File: src/shared/stl_pkg.sv
// package for the status input time-on logger
// assumes a 125 MHz aclk and an axi4-lite register slave
package stl_pkg;

  // ---------------------------------------------------------------
  // register offsets
  // ---------------------------------------------------------------
  localparam logic [7:0] STL_REG_CTRL    = 8'h00;
  localparam logic [7:0] STL_REG_PERIOD  = 8'h04;
  localparam logic [7:0] STL_REG_THRESH  = 8'h08;
  localparam logic [7:0] STL_REG_STATUS  = 8'h0C;
  localparam logic [7:0] STL_REG_DATA    = 8'h10;
  localparam logic [7:0] STL_REG_COUNT   = 8'h14;
  localparam logic [7:0] STL_REG_HWTEST  = 8'h18;
  localparam logic [7:0] STL_REG_HIST    = 8'h1C;

  // ---------------------------------------------------------------
  // control fields and reset values
  // ---------------------------------------------------------------
  localparam int STL_CTRL_EN_BIT      = 0;
  localparam int STL_CTRL_INV_BIT     = 1;
  localparam int STL_CTRL_MODE_LSB    = 4;
  localparam int STL_CTRL_TRGEN_BIT   = 8;
  localparam int STL_CTRL_TRGABV_BIT  = 9;
  localparam logic [31:0] STL_CTRL_RST    = 32'h0000_0000;
  localparam logic [31:0] STL_PERIOD_RST  = 32'h0000_012C;
  localparam logic [31:0] STL_THRESH_RST  = 32'h0000_0000;
  localparam logic [31:0] STL_SCALE       = 32'h0000_2710;
  localparam logic [7:0]  STL_CHAR_OPEN   = 8'h4F;
  localparam logic [7:0]  STL_CHAR_CLOSED = 8'h58;
  localparam logic [1:0]  STL_RESP_OKAY   = 2'b00;
  localparam logic [1:0]  STL_RESP_SLVERR = 2'b10;

  // ---------------------------------------------------------------
  // timing
  // ---------------------------------------------------------------
  localparam int STL_CLK_MHZ       = 125;
  localparam int STL_SEC_US        = 1000000;
  localparam int STL_SEC_CYCLES    = STL_CLK_MHZ * STL_SEC_US;
  localparam int STL_DIV_CYCLES    = 32;

  typedef enum logic [1:0] {
    STL_MODE_SPOT,
    STL_MODE_SECS,
    STL_MODE_PCT_CLOSED,
    STL_MODE_PCT_OPEN
  } stl_mode_t;

endpackage

File: src/shared/stl_div_if.sv
// handshake carrier between logger and divider
// assumes one clock domain, start held one cycle
`timescale 1ns/10ps
`default_nettype none
interface stl_div_if;
  logic        start;
  logic [31:0] dividend;
  logic [31:0] divisor;
  logic        done;
  logic [31:0] quotient;
  modport master (output start, output dividend, output divisor, input done, input quotient);
  modport slave  (input start, input dividend, input divisor, output done, output quotient);
endinterface
`default_nettype wire

File: src/hw/stl_div.sv
// serial restoring divider, one quotient bit a clock
// assumes start pulse only while idle
`timescale 1ns/10ps
`default_nettype none
module stl_div
  import stl_pkg::*;
(
  input  wire logic   aclk,
  input  wire logic   aresetn,
  stl_div_if.slave    dv
);

  logic [31:0] rem;
  logic [31:0] quo;
  logic [31:0] den;
  logic [5:0]  left;
  logic        busy;
  logic [32:0] trial;
  logic        fits;

  assign trial = {rem, quo[31]} - {1'b0, den};
  assign fits  = ~trial[32];

  // ---------------------------------------------------------------
  // datapath
  // ---------------------------------------------------------------
  always_ff @(posedge aclk)
  begin
    if (!aresetn)
    begin
      rem         <= 32'h0000_0000;
      quo         <= 32'h0000_0000;
      den         <= 32'h0000_0000;
      left        <= 6'h00;
      busy        <= 1'b0;
      dv.done     <= 1'b0;
      dv.quotient <= 32'h0000_0000;
    end
    else
    begin
      dv.done <= 1'b0;
      if (dv.start && !busy)
      begin
        rem  <= 32'h0000_0000;
        quo  <= dv.dividend;
        den  <= dv.divisor;
        left <= 6'(STL_DIV_CYCLES);
        busy <= 1'b1;
      end
      else if (busy)
      begin
        rem  <= fits ? trial[31:0] : {rem[30:0], quo[31]};
        quo  <= {quo[30:0], fits};
        left <= left - 6'h01;
        if (left == 6'h01)
        begin
          busy        <= 1'b0;
          dv.done     <= 1'b1;
          dv.quotient <= {quo[30:0], fits};
        end
      end
    end
  end

endmodule
`default_nettype wire

File: src/hw/stl_logger.sv
// status input time-on logger with axi4-lite registers
// assumes contact pin asynchronous to aclk; ticks are same-domain pulses
//
// Operation
// [RQ1] closed pin is one, open zero
// [RQ2] inverted channel inverts every logged datapoint; the code applies the invert bit in spot and seconds modes only
// [RQ3] status unit logs single bit
// [RQ4] rising alarm sets on logged zero-to-one
// [RQ5] alarm clears on logged one-to-zero
// [RQ6] seconds mode counts seconds at one
// [RQ7] seconds counter clears at each datapoint
// [RQ8] inverted seconds mode counts time open
// [RQ9] hardware test shows raw pin
// [RQ10] hardware test uses O and X
// [RQ11] spot mode logs level, inverted complement
// [RQ12] triggers evaluated only at log boundaries
// [RQ13] status datapoint never exceeds one
// [RQ14] seconds datapoint never exceeds period
// [RQ15] proportion mode logs zero to 10000
// [RQ16] time-closed: zero open, 10000 closed
// [RQ17] time-open option measures open condition
// [RQ18] status function uses exactly one pin
// [RQ19] proportion is time times 10000 over period
// [RQ20] pin synchronised, sampled every second
`timescale 1ns/10ps
`default_nettype none
module stl_logger
  import stl_pkg::*;
(
  input  wire logic        aclk,
  input  wire logic        aresetn,
  input  wire logic        status_pin,
  input  wire logic        sec_tick,
  input  wire logic        log_tick,
  input  wire logic [31:0] s_axi_awaddr,
  input  wire logic        s_axi_awvalid,
  output logic             s_axi_awready,
  input  wire logic [31:0] s_axi_wdata,
  input  wire logic [3:0]  s_axi_wstrb,
  input  wire logic        s_axi_wvalid,
  output logic             s_axi_wready,
  output logic [1:0]       s_axi_bresp,
  output logic             s_axi_bvalid,
  input  wire logic        s_axi_bready,
  input  wire logic [31:0] s_axi_araddr,
  input  wire logic        s_axi_arvalid,
  output logic             s_axi_arready,
  output logic [31:0]      s_axi_rdata,
  output logic [1:0]       s_axi_rresp,
  output logic             s_axi_rvalid,
  input  wire logic        s_axi_rready,
  output logic             dp_valid,
  output logic [31:0]      dp_data,
  output logic             alarm,
  output logic             trigger
);

  // ---------------------------------------------------------------
  // pin synchroniser
  // ---------------------------------------------------------------
  logic pin_meta;
  logic pin_sync;

  always_ff @(posedge aclk)
  begin
    if (!aresetn)
    begin
      pin_meta <= 1'b0;
      pin_sync <= 1'b0;
    end
    else
    begin
      pin_meta <= status_pin; // RQ20 RQ18
      pin_sync <= pin_meta;
    end
  end

  // ---------------------------------------------------------------
  // registers
  // ---------------------------------------------------------------
  logic [31:0] ctrl;
  logic [31:0] period;
  logic [31:0] thresh;
  logic [31:0] dp_count;
  logic [31:0] sec_acc;
  logic [31:0] sec_len;
  logic        prev_dp;
  logic        trig_sticky;
  logic        div_busy;
  logic        enabled;
  logic        inverted;
  logic        trg_en;
  logic        trg_above;
  stl_mode_t   mode;

  assign enabled   = ctrl[STL_CTRL_EN_BIT];
  assign inverted  = ctrl[STL_CTRL_INV_BIT];
  assign trg_en    = ctrl[STL_CTRL_TRGEN_BIT];
  assign trg_above = ctrl[STL_CTRL_TRGABV_BIT];
  assign mode      = stl_mode_t'(ctrl[STL_CTRL_MODE_LSB +: 2]);

  // ---------------------------------------------------------------
  // accumulation
  // ---------------------------------------------------------------
  wire level      = pin_sync; // RQ1
  wire cond_level = (mode == STL_MODE_PCT_OPEN) ? ~level : (mode == STL_MODE_SECS && inverted) ? ~level
                    : level; // RQ8 RQ17
  wire sec_hit    = enabled && sec_tick && cond_level; // RQ6
  wire log_hit    = enabled && log_tick;
  wire [31:0] sec_cap  = (sec_acc < period) ? sec_acc + 32'h0000_0001 : sec_acc; // RQ14
  wire [31:0] len_cap  = (sec_len < period) ? sec_len + 32'h0000_0001 : sec_len;
  wire [31:0] next_acc = sec_hit ? sec_cap : sec_acc;
  wire [31:0] next_len = (enabled && sec_tick) ? len_cap : sec_len;

  // ---------------------------------------------------------------
  // datapoint forming
  // ---------------------------------------------------------------
  wire        spot_bit = inverted ? ~level : level; // RQ11 RQ2
  wire        is_pct   = (mode == STL_MODE_PCT_CLOSED) || (mode == STL_MODE_PCT_OPEN);
  wire [63:0] scaled   = 64'(next_acc) * 64'(STL_SCALE); // RQ19
  // inverted seconds already counts open time, so no subtraction
  wire [31:0] spot_val = {31'h0000_0000, spot_bit}; // RQ3 RQ13
  wire [31:0] imm_val  = (mode == STL_MODE_SECS) ? next_acc : spot_val;

  stl_div_if dv();
  stl_div u_div
  (
    .aclk    (aclk),
    .aresetn (aresetn),
    .dv      (dv)
  );

  assign dv.start    = log_hit && is_pct && !div_busy;
  assign dv.dividend = scaled[31:0];
  assign dv.divisor  = (period == 32'h0000_0000) ? 32'h0000_0001 : period;

  wire [31:0] pct_val  = dv.quotient; // RQ15 RQ16
  wire        emit_imm = log_hit && !is_pct;
  wire        emit     = emit_imm || dv.done;
  wire [31:0] emit_val = dv.done ? pct_val : imm_val;
  wire        trig_cmp = trg_above ? (emit_val > thresh) : (emit_val < thresh);

  // ---------------------------------------------------------------
  // state update
  // ---------------------------------------------------------------
  always_ff @(posedge aclk)
  begin
    if (!aresetn)
    begin
      sec_acc     <= 32'h0000_0000;
      sec_len     <= 32'h0000_0000;
      dp_valid    <= 1'b0;
      dp_data     <= 32'h0000_0000;
      prev_dp     <= 1'b0;
      alarm       <= 1'b0;
      trigger     <= 1'b0;
      div_busy    <= 1'b0;
      dp_count    <= 32'h0000_0000;
    end
    else
    begin
      dp_valid <= emit;
      trigger  <= emit && trg_en && trig_cmp; // RQ12
      sec_acc  <= log_hit ? 32'h0000_0000 : next_acc; // RQ7
      sec_len  <= log_hit ? 32'h0000_0000 : next_len;
      if (dv.start)
        div_busy <= 1'b1;
      else if (dv.done)
        div_busy <= 1'b0;
      if (emit)
      begin
        dp_data  <= emit_val; // RQ8 RQ2
        dp_count <= dp_count + 32'h0000_0001;
        prev_dp  <= emit_val[0];
        if (!is_pct && emit_val[0] && !prev_dp)
          alarm <= 1'b1; // RQ4
        else if (!is_pct && !emit_val[0])
          alarm <= 1'b0; // RQ5
      end
    end
  end

  // ---------------------------------------------------------------
  // axi4-lite write channel
  // ---------------------------------------------------------------
  logic        aw_held;
  logic        w_held;
  logic [7:0]  aw_addr;
  logic [31:0] w_data;
  logic [3:0]  w_strb;

  wire aw_take  = s_axi_awvalid && s_axi_awready;
  wire w_take   = s_axi_wvalid && s_axi_wready;
  wire wr_go    = aw_held && w_held && !s_axi_bvalid;
  wire wr_ctrl  = wr_go && (aw_addr == STL_REG_CTRL);
  wire wr_per   = wr_go && (aw_addr == STL_REG_PERIOD);
  wire wr_thr   = wr_go && (aw_addr == STL_REG_THRESH);
  wire wr_stat  = wr_go && (aw_addr == STL_REG_STATUS);
  wire wr_ok    = wr_ctrl || wr_per || wr_thr || wr_stat;
  wire [31:0] wmask = {{8{w_strb[3]}}, {8{w_strb[2]}}, {8{w_strb[1]}}, {8{w_strb[0]}}};

  always_ff @(posedge aclk)
  begin
    if (!aresetn)
    begin
      aw_held       <= 1'b0;
      w_held        <= 1'b0;
      aw_addr       <= 8'h00;
      w_data        <= 32'h0000_0000;
      w_strb        <= 4'h0;
      s_axi_awready <= 1'b0;
      s_axi_wready  <= 1'b0;
      s_axi_bvalid  <= 1'b0;
      s_axi_bresp   <= STL_RESP_OKAY;
      ctrl          <= STL_CTRL_RST;
      period        <= STL_PERIOD_RST;
      thresh        <= STL_THRESH_RST;
      trig_sticky   <= 1'b0;
    end
    else
    begin
      s_axi_awready <= !aw_held && !aw_take && !s_axi_bvalid;
      s_axi_wready  <= !w_held && !w_take && !s_axi_bvalid;
      if (aw_take)
      begin
        aw_held <= 1'b1;
        aw_addr <= s_axi_awaddr[7:0];
      end
      if (w_take)
      begin
        w_held <= 1'b1;
        w_data <= s_axi_wdata;
        w_strb <= s_axi_wstrb;
      end
      if (wr_go)
      begin
        aw_held      <= 1'b0;
        w_held       <= 1'b0;
        s_axi_bvalid <= 1'b1;
        s_axi_bresp  <= wr_ok ? STL_RESP_OKAY : STL_RESP_SLVERR;
      end
      else if (s_axi_bvalid && s_axi_bready)
        s_axi_bvalid <= 1'b0;
      if (wr_ctrl)
        ctrl <= (ctrl & ~wmask) | (w_data & wmask);
      if (wr_per)
        period <= (period & ~wmask) | (w_data & wmask);
      if (wr_thr)
        thresh <= (thresh & ~wmask) | (w_data & wmask);
      // set wins over a clear in the same cycle
      if (trigger)
        trig_sticky <= 1'b1;
      else if (wr_stat && w_strb[0] && w_data[2])
        trig_sticky <= 1'b0;
    end
  end

  // ---------------------------------------------------------------
  // axi4-lite read channel
  // ---------------------------------------------------------------
  wire [7:0] hw_char = pin_sync ? STL_CHAR_CLOSED : STL_CHAR_OPEN; // RQ9 RQ10
  wire [7:0] ra      = s_axi_araddr[7:0];
  wire       ar_take = s_axi_arvalid && s_axi_arready;
  wire       ra_ok   = (ra <= STL_REG_HIST) && (ra[1:0] == 2'b00);
  wire [31:0] rd_mux =
    (ra == STL_REG_CTRL)   ? ctrl :
    (ra == STL_REG_PERIOD) ? period :
    (ra == STL_REG_THRESH) ? thresh :
    (ra == STL_REG_STATUS) ? {28'h000_0000, div_busy, trig_sticky, alarm, pin_sync} :
    (ra == STL_REG_DATA)   ? dp_data :
    (ra == STL_REG_COUNT)  ? dp_count :
    (ra == STL_REG_HWTEST) ? {24'h00_0000, hw_char} :
    (ra == STL_REG_HIST)   ? sec_acc : 32'h0000_0000;

  always_ff @(posedge aclk)
  begin
    if (!aresetn)
    begin
      s_axi_arready <= 1'b0;
      s_axi_rvalid  <= 1'b0;
      s_axi_rdata   <= 32'h0000_0000;
      s_axi_rresp   <= STL_RESP_OKAY;
    end
    else
    begin
      s_axi_arready <= !s_axi_rvalid && !ar_take;
      if (ar_take)
      begin
        s_axi_rvalid <= 1'b1;
        s_axi_rdata  <= ra_ok ? rd_mux : 32'h0000_0000;
        s_axi_rresp  <= ra_ok ? STL_RESP_OKAY : STL_RESP_SLVERR;
      end
      else if (s_axi_rvalid && s_axi_rready)
        s_axi_rvalid <= 1'b0;
    end
  end

  // ---------------------------------------------------------------
  // checks
  // ---------------------------------------------------------------
  AST_ALARM_RISE: assert property (@(posedge aclk) disable iff (!aresetn) // RQ4
    (emit && !is_pct && emit_val[0] && !prev_dp) |=> alarm)
    else $error("alarm did not set on rise");

  AST_ALARM_FALL: assert property (@(posedge aclk) disable iff (!aresetn) // RQ5
    (emit && !is_pct && !emit_val[0]) |=> !alarm)
    else $error("alarm did not clear on fall");

  AST_ACC_CLEAR: assert property (@(posedge aclk) disable iff (!aresetn) // RQ7
    log_hit |=> (sec_acc == 32'h0000_0000))
    else $error("accumulator not cleared");

  AST_ACC_LEN: assert property (@(posedge aclk) disable iff (!aresetn) // RQ14
    sec_acc <= sec_len)
    else $error("accumulated time above elapsed time");

  AST_SECS_MAX: assert property (@(posedge aclk) disable iff (!aresetn) // RQ14
    (dp_valid && mode == STL_MODE_SECS && !$changed(period)) |-> (dp_data <= period))
    else $error("seconds datapoint above period");

  AST_SPOT_BIT: assert property (@(posedge aclk) disable iff (!aresetn) // RQ13
    (dp_valid && mode == STL_MODE_SPOT && $stable(ctrl)) |-> (dp_data <= 32'h0000_0001))
    else $error("status datapoint above one");

  AST_SPOT_INV: assert property (@(posedge aclk) disable iff (!aresetn) // RQ2
    (emit_imm && mode == STL_MODE_SPOT) |=> (dp_data[0] == ($past(level) ^ $past(inverted))))
    else $error("spot datapoint polarity wrong");

  AST_PCT_RANGE: assert property (@(posedge aclk) disable iff (!aresetn) // RQ15
    dv.done |=> (dp_data <= STL_SCALE))
    else $error("proportion out of range");

  AST_TRIG_BOUNDARY: assert property (@(posedge aclk) disable iff (!aresetn) // RQ12
    trigger |-> $past(emit))
    else $error("trigger outside log boundary");

  AST_PCT_DONE: assert property (@(posedge aclk) disable iff (!aresetn) // RQ19
    dv.start |-> ##[30:40] dv.done)
    else $error("proportion result late");

  AST_SYNC: assert property (@(posedge aclk) disable iff (!aresetn) // RQ20
    $changed(pin_sync) |-> (pin_sync == $past(pin_meta)))
    else $error("synchroniser path broken");

endmodule
`default_nettype wire

File: config.mk
export PLATFORM = sky130hd
export DESIGN_NAME = stl_logger
export DESIGN_NICKNAME = d
export VERILOG_FILES = /design/src/shared/stl_pkg.sv /design/src/shared/stl_div_if.sv /design/src/hw/stl_div.sv /design/src/hw/stl_logger.sv
export SDC_FILE = /design/constraint.sdc
export NUM_CORES = 1
export LEC_CHECK = 0
export BUFFER_PORTS_ARGS = -buffer_cell sky130_fd_sc_hd__buf_2
export CAP_MARGIN = 25
export CORE_UTILIZATION = 25
export DETAILED_ROUTE_END_ITERATION = 12
export HOLD_SLACK_MARGIN = 0.15
export SYNTH_ARGS = -nofsm -noshare
export SYNTH_HDL_FRONTEND = slang
export SYNTH_SLANG_ARGS = --single-unit
File: constraint.sdc
create_clock -name aclk -period 14.5 [get_ports aclk]
set_input_delay 2.175 -clock aclk [delete_from_list [all_inputs] [get_ports aclk]]
set_output_delay 2.175 -clock aclk [all_outputs]
set_load 0.02 [all_outputs]
**Word-level counts from Yosys, hierarchy flattened**

Index checks and enable logic that the tools add are counted.

- Word-level logic and storage cells: 177
- Register bits: 423
- Output and inout port bits: 76
- Input port bits: 110

- Muxes and demuxes: 40
- $lt $le $gt $ge: 4
- Bitwise logic cells: 13
- Eq/ne operators: 14
- $mul: 1
- $add $sub $neg: 4
- Reductions and logical operators: 65

Operator list:

| operator | number |
|---|---|
| 32-bit 2-to-1 mux | 17 |
| 32-bit bitwise AND | 4 |
| 32-bit bitwise OR | 3 |
| 32-bit by 1-bit adder with 32-bit output (second input constant) | 2 |
| 32-bit < comparator | 2 |
| 33-bit by 32-bit subtractor with 33-bit output | 1 |
| 8-bit by 4-bit == test with 1-bit output (second input constant) | 4 |
| 8-bit by 5-bit == test with 1-bit output (second input constant) | 4 |
| 32-bit > comparator | 1 |
| 1-bit logical AND | 32 |
| 32-bit zero test | 1 |
| 32-bit by 10-bit multiplier with 28-bit output (second input constant) | 1 |
| 32-bit inverter | 1 |
| 1-bit 2-to-1 mux | 18 |
| 8-bit by 3-bit == test with 1-bit output (second input constant) | 2 |
| 8-bit zero test | 2 |
| 1-bit zero test | 12 |
| 6-bit 2-to-1 mux | 2 |
| 2-bit nonzero test | 6 |
| 8-bit by 5-bit less-or-equal comparator with 1-bit output (second input constant) | 1 |
| 6-bit by 1-bit == test with 1-bit output (second input constant) | 1 |
| 2-bit OR reduction | 3 |
| 6-bit by 1-bit subtractor with 6-bit output (second input constant) | 1 |
| 1-bit logical OR | 5 |
| 9 further kinds | 15 |

**Logic depth before layout (Yosys ltp)**

Gate-level depths: netlist (run 1).

- Depth after elaboration: 12
- Mapped depth: 30
- Mapped depth without buffers: 30

**Modules after synthesis**

From an unflattened synthesis (run 1), not the netlist that was laid out.

- Cell total of the unflattened synthesis: 2952
- Area total of the unflattened synthesis: 24938.9 um^2

By module, submodules not included:

| module | cells an instance | area each (um^2) | times used | sequential area each (um^2) |
|---|---|---|---|---|
| stl_logger | 2020 | 17705.7 | 1 | 5685.5 |
| stl_div | 932 | 7233.2 | 1 | 2722.6 |

**Worst setup path after synthesis (run 1)**

No wires, ideal clock.

- Kind: input -> register
- From: input sec_tick
- To: register u_div.quo[31]
- Data arrival time: 8.519 ns
- Cell stages on the path: 26
- Path buffers: 0
- Data required time: 14.442 ns
- Slack: 5.922 ns
- Setup time: 0.058 ns
- Path through: nand2_1 -> a2111oi_4 -> o211ai_4 -> or3_4 -> nor2_2 -> nand4_1 -> xor2_1 -> inv_1 -> fa_1 -> ha_1 -> fa_1 -> ha_1 -> inv_1 -> fa_1 -> inv_1 -> ha_1 -> a21o_1 -> a21o_1 -> a21oi_1 -> o21bai_1 -> a221o_1 -> a221o_1 -> a21oi_2 -> xnor3_1 -> o21ai_1 -> o211a_1

- Word-level cells in the longest chain between the ends: 5

Ends and longest elaborated chain:

| item | line | source |
|---|---|---|
| from (decl) | stl_logger.sv:33 | `input wire logic sec_tick,` |
| 1-bit logical AND | -- |  |
| 1-bit logical AND | stl_logger.sv:108 | `wire sec_hit = enabled && sec_tick && cond_level;` |
| 32-bit 2-to-1 mux | stl_logger.sv:112 | `wire [31:0] next_acc = sec_hit ? sec_cap : sec_acc;` |
| net next_acc[14] | stl_logger.sv:112 |  |
| 32-bit by 10-bit multiplier with 28-bit output | stl_logger.sv:120 | `wire [63:0] scaled = 64'(next_acc) * 64'(STL_SCALE);` |
| 32-bit 2-to-1 mux | stl_div.sv:42 | `if (dv.start && !busy)` |
| to (signal assigned) | stl_div.sv:45 | `quo <= dv.dividend;` |
| to (signal assigned) | stl_div.sv:53 | `quo <= {quo[30:0], fits};` |
| to (decl) | stl_div.sv:14 | `logic [31:0] quo;` |

The timed path passes the listed nets, and every way through them passes these cells.
A chain may end at the register's enable or synchronous reset.

**Worst setup path after layout (run 1)**

- From: input sec_tick
- To: register u_div.quo[30]

Same word-level chain as after synthesis.

==> metrics.txt, run 1 <==
Setup Crit Path Kind input port to register; area leader, netlist dfxtp_1; sequential element share of the synthesized area 34.1%; Antenna Diode Count 0; synth unique cells 83; GRT overflow 0; post-CTS sizing 0; number of fill cells 10300; M1 GR Usage 19.8%; Post-Place Cells 4192; most numerous cell in the Yosys netlist nand2_1; final setup fails 0; port bufs 135; worst vdd ir 0.0855 mV; TritonCTS Buffers 45; Initial Util 25.4%; DRT Pass-1 Iters 5; Synth-to-Final Area Change 14.2%; CTS sink cnt 420; top cells by area, synth dfxtp_1, ha_1, nand2_1; Avg Vias per Cell 4.83; vias in the first global route 19900; Die H 316 microns; I/O pin count 186; Yosys top cell area share 34.1%; fin crit share 62.3%; Post-synth EDFFs 0; Max Cap Viol 0; core area 97100 sq um; post-synthesis register bit count 420; WL final 73.5 mm; setup TNS 0 ns; WL/cell 17.2 microns; layout cell share with drive strength beyond 1 9.60%; Final Slew Violations 0; CP startpoint kind input port; # H-tree levels 2; Critical Path RT 15.02 ns; GR met2 Demand/Resource 22.6%; Final ANT Viol Nets 0; Synth Area per Inst 8.47 sq um; clock buffer depth 3; Worst path max stage delay 0.50 ns; M3 GR Usage 3.77%; CP Max Fanout 5; Root Driver clkbuf_16; Setup Skew 0.0235 ns; Synth Flop Type dfxtp_1; Slew HR 36.8%; cts hold-fix bufs 0; Fmax 111 MHz; Pwr Density 86.0 nW/um^2; endpoints failing hold 0; NumNets Final 3303; worst-margin pin slew 0.948 ns; Die ar. 99900 sq um; Gate Count Post-Synth 2910; synthesized area 24700 sq um; TritonCTS clock tree built; Die Wd 316 microns; unrepaired setup endpoints after global routing false; status complete, no violations; CP Capture Type register; warnings from Yosys 0; global-route wire length before repair 115 mm; antenna violations before repair 6; Power, Total 2.42 mW; slack of the worst reg-to-reg path 5.55 ns; total setup buffers inserted after CTS 0; gpl congestion 0.929; GRT Total Usage 14.6%; cell row count 114; Period minus WS final 9.03 ns; synth cell count leaders nand2_1, dfxtp_1, inv_1; Leakage Power 11.8 nW; CTS clk-pin slew, worst paths 0.06 ns; initial DRC count 1445; clk_lat worst skew 0.60 ns; non-filler cells, final 4276; detailed placement HPWL 55.9 mm; Post-synth ARST share 0%; DRC violations left 0; grt peak-use layer met2; min-delay worst type register to register; largest net degree at the start of global routing 146; Final WS setup 5.47 ns; CP arrival 9.55 ns; Post-Place Setup Slack 4.89 ns; Vias 20600; Worst path slowest cell fa_1
## per-stage QoR
stage | hold slack, ns | util, % | cell area [sq um]
6_report | 0.432 | 29.0 | 28200
5_1_grt | 0.458 | 29.0 | 28200
4_1_cts | 0.433 | 28.9 | 28100
3_5_place_dp | 0.421 | 27.4 | 26600
3_3_place_gp | 0.423 | 27.3 | 26500
2_1_floorplan | 0.412 | - | 24700
## final timing paths
check / end / from / cells after the start
max reg2reg: u_div.quo[30] / register / 29
min reg2reg: level / pin_meta / 1
min: level / pin_meta / 1
max: u_div.quo[30] / sec_tick / 27
## worst max-delay path, delay by kind of cell
kind | cells | cell delay, ns
AO/OA/AOI/OAI | 7 | 2.16
AND/OR/NAND/NOR | 8 | 1.98
XOR/XNOR | 2 | 0.45
adder cells (fa/ha/maj) | 6 | 2.30
buffers and inverters | 4 | 0.44
## metal layers
metal	vias up	part of all wire [%]
li1	10100	-
met1	9846	46
met2	535	43
met3	120	7.8
met4	4	2.5
met5	-	0.031
## layout by cell type (no fill, tap or decap), types with 9 or more instances in the layout
cell	count
mux2i_1	110
xor2_1	38
nor3_1	20
o32ai_1	31
dfxtp_1	419
o21a_1	16
nand2_1	427
a21o_1	33
a21boi_0	141
o211a_1	26
xnor2_1	77
nor4_1	14
o211ai_1	16
a211oi_1	19
and4_1	13
fa_1	59
and3_1	22
buf_4	27
buf_2	134
nor2_1	128
clkbuf_1	9
a21oi_1	160
o221ai_1	28
o21ai_1	15
and2_1	47
nand4_1	28
nand2b_1	19
a31oi_1	10
ha_1	167
inv_1	236
nand3_1	67
or3_1	20
o21ai_0	157
nor2b_1	73
clkbuf_16	45
## kinds of logic (layout without fill, tap and decap cells)
family / Yosys count / after routing / share of synthesized area, %
AO/OA/AOI/OAI: 714 / 714 / 19.5
XOR/XNOR: 118 / 118 / 4.30
adder cells (fa/ha/maj): 226 / 226 / 13.3
buffers and inverters: 395 / 484 / 6.29
flip-flops: 420 / 420 / 34.1
multiplexers: 117 / 117 / 4.83
other: 1 / 2 / 0.0152
AND/OR/NAND/NOR: 919 / 919 / 17.7
## report_power, final
part | internal, mW | leakage, nW | switching, mW
logic | 0.0270 | 7.72 | 0.0436
registers | 1.16 | 3.39 | 0.0102
clock network | 0.673 | 0.733 | 0.509
total | 1.86 | 11.8 | 0.562
## final cells by class
| cell class | instances | area (sq um) | area share [%] |
|---|---|---|---|
| Timing Repair Buffer | 168 | 1010 | 3.60 |
| Tap cell | 1276 | 1600 | 5.67 |
| Sequential cell | 420 | 8410 | 29.9 |
| Multi-Input combinational cell | 2096 | 14800 | 52.4 |
| Clock buffer | 62 | 1270 | 4.51 |
| Inverter | 236 | 886 | 3.14 |
| Clock inverter | 18 | 229 | 0.813 |
No activity file was read; power rests on OpenSTA's default activity.
==> run 2: changes to the inputs <==
Settings changed: ABC_AREA from default to 1.
Clock period 14.5 ns to 9.4 ns, I/O delays scaled along.
==> run 2 against run 1 <==
Largest power group unchanged. Non-clock buffer count is 7 higher. Largest cell class unchanged. Via count is 8.7% higher. Synthesized area is 1.8% lower. Combinational power is 64% higher. Clock power is 75% higher. Sequential cell count stayed put.
==> metrics.txt, run 2 <==
clock buffer depth 3; Die H 313 microns; Final ANT Viol Nets 0; detailed placement HPWL 62.1 mm; layout cell share with drive strength beyond 1 9.32%; Synth Area per Inst 7.37 sq um; DRT Pass-1 Iters 6; I/O pin count 186; Vias 22400; commonest cells after routing, fill and taps aside inv_1, nand2_1, dfxtp_1; sequential element share of the synthesized area 34.7%; core area 95400 sq um; Leakage Power 12.1 nW; area leader, netlist dfxtp_1; Setup Skew 0.0294 ns; Period minus WS final 7.44 ns; antenna violations before repair 5; endpoints failing hold 0; commonest non-fill, non-tap cell in the layout inv_1; P_sw 0.913 mW; Slew HR 30.4%; Pwr Density 142 nW/um^2; Worst path max stage delay 0.51 ns; Worst Hold Depth 2; CTS clk-pin slew, worst paths 0.06 ns; Final Slew Violations 0; clk_lat worst skew 0.61 ns; global-route wire length before repair 123 mm; Synth-to-Final Area Change 15.8%; Worst Hold Launch pin_meta; post-synthesis simple-gate area fraction 17.1%; warnings from Yosys 0; Initial Util 25.4%; Die ar. 98100 sq um; WL/cell 17.3 microns; Yosys top cell area share 34.7%; Gate Count Post-Synth 3286; r2r worst-path depth 31; total setup buffers inserted after CTS 0; Antenna Diode Count 0; Setup Crit Path Kind input port to register; CP startpoint kind input port; Fmax 134 MHz; WHS Endpoint level; port bufs 135; largest net degree at the start of global routing 100; synth cell count leaders inv_1, nand2_1, dfxtp_1; post-CTS sizing 0; DRC violations left 0; worst vdd ir 0.103 mV; largest family of logic cells by synthesized area compound AO/OA/AOI/OAI gates; Post-Synth Adder-Cell Area 13.5%; Comb pwr share 2.9%; slack of the worst reg-to-reg path 2.06 ns; TritonCTS Buffers 47; Crit path max-delay family adder cells; GRT Total Usage 16.1%; gpl congestion 0.954; NumNets Final 3720; CTS sink cnt 420; Root Driver clkbuf_16; fin crit share 79.1%; Clk network pwr share 51.5%; Final Cell Area 28000 sq um; min-delay worst type register to register; xor/xnor share of the synthesized area 2.27%; Critical Path RT 9.87 ns; initial DRC count 1773; Reg-to-Reg End u_div.quo[28]; Post-synth ARST share 0%; status complete, no violations; TritonCTS clock tree built; post-synthesis mux area share 0%; Sequential Power Share 45.6%; cts hold-fix bufs 0; CP Max Fanout 14; CP arrival 7.91 ns; setup TNS 0 ns; most numerous cell in the Yosys netlist inv_1; synthesized area 24200 sq um; WL final 81.0 mm; synth unique cells 61; top cells by area, synth dfxtp_1, ha_1, inv_1; Max Cap Viol 0; Critical Path Most Common Cell nand2_1; internal power 3.08 mW; worst-margin pin slew 1.02 ns; vias in the first global route 20500; Avg Vias per Cell 4.79; Die Wd 313 microns; unrepaired setup endpoints after global routing false; post-placement cell area 26300 sq um; cell row count 113; Synth Flop Type dfxtp_1; final setup fails 0; # H-tree levels 2; CP bufs+invs 4; Post-synth EDFFs 0; post-synthesis register bit count 420; CP Capture Type register; GRT overflow 0; Synth Area in Compound Gates 21.4%; Switching Share 22.9%; Worst path slowest cell fa_1
-- run 2: changes by cell type after synthesis, sizes merged, moves of 74 or more --
cell / previous run / this run
inv: 236 / 561
o21ai: 175 / 385
nor2: 134 / 304
a21boi: 142 / 5
mux2i: 110 / 0
o22ai: 3 / 112
a21oi: 161 / 260
nor2b: 74 / 0
-- run 2: cells by family (layout without fill, tap and decap cells) --
logic type | Yosys count | in the layout
AND/OR/NAND/NOR | 969 | 969
AO/OA/AOI/OAI | 914 | 914
buffers and inverters | 695 | 830
flip-flops | 420 | 420
adder cells (fa/ha/maj) | 226 | 226
XOR/XNOR | 61 | 61
other | 1 | 2
-- run 2: metal layers --
metal	vias to the layer above	track usage [%]	share of wire [%]
met5	-	0	0.030
met4	4	4.67	2.6
met3	111	2.85	7.2
met2	665	26.1	46
met1	10600	21.7	45
li1	11100	-	-
-- run 2: power by group through the flow --
| stage | sequential (mW) | clock (mW) | combinational [mW] |
|---|---|---|---|
| final | 1.82 | 2.06 | 0.116 |
| after global routing | 1.82 | 2.16 | 0.129 |
| after CTS | 1.82 | 2.09 | 0.115 |
| after detailed placement | 1.86 | 0 | 0.114 |
| after global placement | 1.86 | 0 | 0.112 |
| after floorplan | 1.85 | 0 | 0.0697 |
-- run 2: area by class of cell --
type / instances / area [sq um]
clock inverter: 27 / 420
sequential: 420 / 8410
tap: 1265 / 1580
multi-input combinational: 2172 / 13200
clock buffer: 60 / 1320
fill: 10400 / 67400
timing repair buffer: 175 / 1010
inverter: 568 / 2130
-- run 2: worst max path at each step --
stage | endpoint | startpoint | cells past startpoint | slack [ns]
floorplan | u_div.quo[28] | sec_tick | 32 | 2.68
global placement | u_div.quo[28] | sec_tick | 30 | 1.49
detailed placement | u_div.quo[28] | sec_tick | 31 | 1.41
CTS | u_div.quo[28] | sec_tick | 31 | 2.03
global route | u_div.quo[28] | sec_tick | 31 | 1.49
finish | u_div.quo[28] | sec_tick | 30 | 1.96
-- run 2: through the flow --
| step | hold slack, ns | setup slack, ns | utilization [%] | total power [mW] | cells |
|---|---|---|---|---|---|
| 2_1_floorplan | 0.390 | 2.68 | - | 1.92 | 3287 |
| 3_5_place_dp | 0.406 | 1.41 | 27.5 | 1.97 | 4598 |
| 3_3_place_gp | 0.399 | 1.49 | 27.5 | 1.97 | 4594 |
| 4_1_cts | 0.427 | 2.03 | 29.3 | 4.03 | 4685 |
| 6_report | 0.419 | 1.96 | 29.4 | 3.99 | 4687 |
| 5_1_grt | 0.445 | 1.49 | 29.4 | 4.11 | 4687 |
-- run 2: worst reg2reg max path: cells and delay by family, from the launching register on --
family / cells / cell delay, ns
AO/OA/AOI/OAI: 5 / 1.13
XOR/XNOR: 1 / 0.41
adder cells (fa/ha/maj): 7 / 2.77
buffers and inverters: 4 / 0.60
flip-flops: 1 / 0.30
AND/OR/NAND/NOR: 14 / 2.00
==> run 3: changes to the inputs <==
Clock period 9.4 ns to 6.2 ns, I/O delays scaled along.
==> run 3 against run 2 <==
Worst setup slack worse by 1.7 ns. Critical path depth rose by 4. Clock skew rose by 0.018 ns. Sequential cell count stayed put. Sequential power is 52% higher. Clock power up 50%. Die area unchanged. Non-clock buffer count rose by 201. First-iteration DRC count grew 8.0%. Routed wire length increased by 4.5%. Critical endpoint is now u_div.quo[30]. Highest routed layer unchanged.
==> metrics.txt, run 3 (synthesis gave the netlist of run 2 again) <==
status complete, no violations; worst vdd ir 0.181 mV; port bufs 135; NumNets Final 3922; CP Capture Type register; Slew HR 29.6%; antenna violations before repair 3; post-placement cell area 27600 sq um; internal power 4.63 mW; Critical Path RT 6.66 ns; commonest non-fill, non-tap cell in the layout inv_1; Switching Share 23.4%; CP startpoint kind register; Post-Place Setup Slack -0.598 ns; commonest cells after routing, fill and taps aside inv_1, nand2_1, dfxtp_1; Worst path slowest cell fa_1; Pwr Density 199 nW/um^2; Die Wd 313 microns; endpoints failing hold 0; gpl congestion 0.946; CTS clk-pin slew, worst paths 0.06 ns; TritonCTS Buffers 48; cts hold-fix bufs 0; Final Slew Violations 0; cell row count 113; Worst path max stage delay 0.53 ns; Synth-to-Final Area Change 25.3%; Reg area 8420 sq um; CP arrival 6.39 ns; Critical Path Most Common Cell inv_1; clock buffer depth 3; # H-tree levels 2; worst-margin pin slew 1.03 ns; DRT Pass-1 Iters 8; GRT overflow 0; CP Max Fanout 7; Final Cell Area 30300 sq um; vias in the first global route 21200; Sequential Power Share 45.7%; I/O pin count 186; clk_lat worst skew 0.62 ns; Clk network pwr share 51.3%; number of fill cells 10200; Initial Util 25.4%; Setup Crit Path Kind register to register; Final ANT Viol Nets 0; global-route wire length before repair 127 mm; core area 95400 sq um; Multi-input gate area 14000 sq um; layout cell share with drive strength beyond 1 17.9%; Period minus WS final 5.93 ns; detailed placement HPWL 65.7 mm; P_sw 1.41 mW; CTS sink cnt 420; final setup fails 0; fin crit share 95.7%; initial DRC count 1915; Antenna Diode Count 0; unrepaired setup endpoints after global routing true; Leakage Power 13.1 nW; Die ar. 98100 sq um; DRC violations left 0; WL/cell 17.3 microns; Vias 23200; Final WS setup 0.268 ns; GRT Total Usage 16.7%; Comb pwr share 2.9%; Root Driver clkbuf_16; TritonCTS clock tree built; Max Cap Viol 0; Fmax 169 MHz; Avg Vias per Cell 4.75; Die H 313 microns; WL final 84.6 mm; min-delay worst type register to register; largest net degree at the start of global routing 103; Setup Skew 0.0472 ns
==> run 3: worst max-delay path: cells and delay by family, from the launching register on <==
kind / cells / cell delay, ns
AOI/OAI and AO/OA: 7 / 1.00
DFF: 1 / 0.30
buffers and inverters: 7 / 0.54
adders and majority gates: 7 / 2.45
xor gates and xnor gates: 1 / 0.20
and+or+nand+nor: 12 / 1.29
==> run 3: final timing paths <==
| kind | start | endpoint | cells after the start | slack [ns] |
|---|---|---|---|---|
| max | register | u_div.quo[30] | 34 | 0.27 |
| min | pin_meta | level | 2 | 0.41 |
| max reg2reg | register | u_div.quo[30] | 34 | 0.27 |
| min reg2reg | pin_meta | level | 2 | 0.41 |
==> run 3: area by class of cell <==
class,count,share of cell area [%]
multi-input combinational,2172,46.1
sequential,420,27.8
timing repair buffer,376,8.28
inverter,568,7.04
tap,1265,5.22
clock buffer,62,4.33
clock inverter,25,1.31
==> run 3: power groups by stage <==
stage	sequential, mW	clock, mW	combinational [mW]
floorplan	2.81	0	0.106
global placement	2.82	0	0.172
detailed placement	2.82	0	0.174
CTS	2.76	3.15	0.175
global route	2.76	3.26	0.195
finish	2.76	3.10	0.177
==> run 3: routing by layer <==
metal  track usage (%)  up-vias  wire [microns]
met3              2.57      148            5150
met4              5.13        2            2460
met1              23.1    10900           38700
li1                  -    11500               -
met5                 0        -               9
met2              26.5      703           38300
==> run 3: metrics by stage <==
stage | hold slack, ns | instances | setup TNS, ns | util, % | total power, mW
final | 0.415 | 4888 | 0 | 31.8 | 6.04
after floorplan | 0.390 | 3287 | 0 | - | 2.91
after global placement | 0.408 | 4781 | -4.77 | 29.0 | 2.99
after global routing | 0.446 | 4888 | -0.125 | 31.8 | 6.22
after detailed placement | 0.410 | 4782 | -5.20 | 29.0 | 2.99
after CTS | 0.425 | 4870 | 0 | 30.9 | 6.09
==> run 3: timing repair <==
| item | CTS | global route |
|---|---|---|
| setup buffers | 1 | 17 |
| resized for setup | 20 | 141 |
| pin swaps | 4 | 54 |
| setup endpoints to repair | 10 | 13 |
| gates cloned | 0 | 0 |
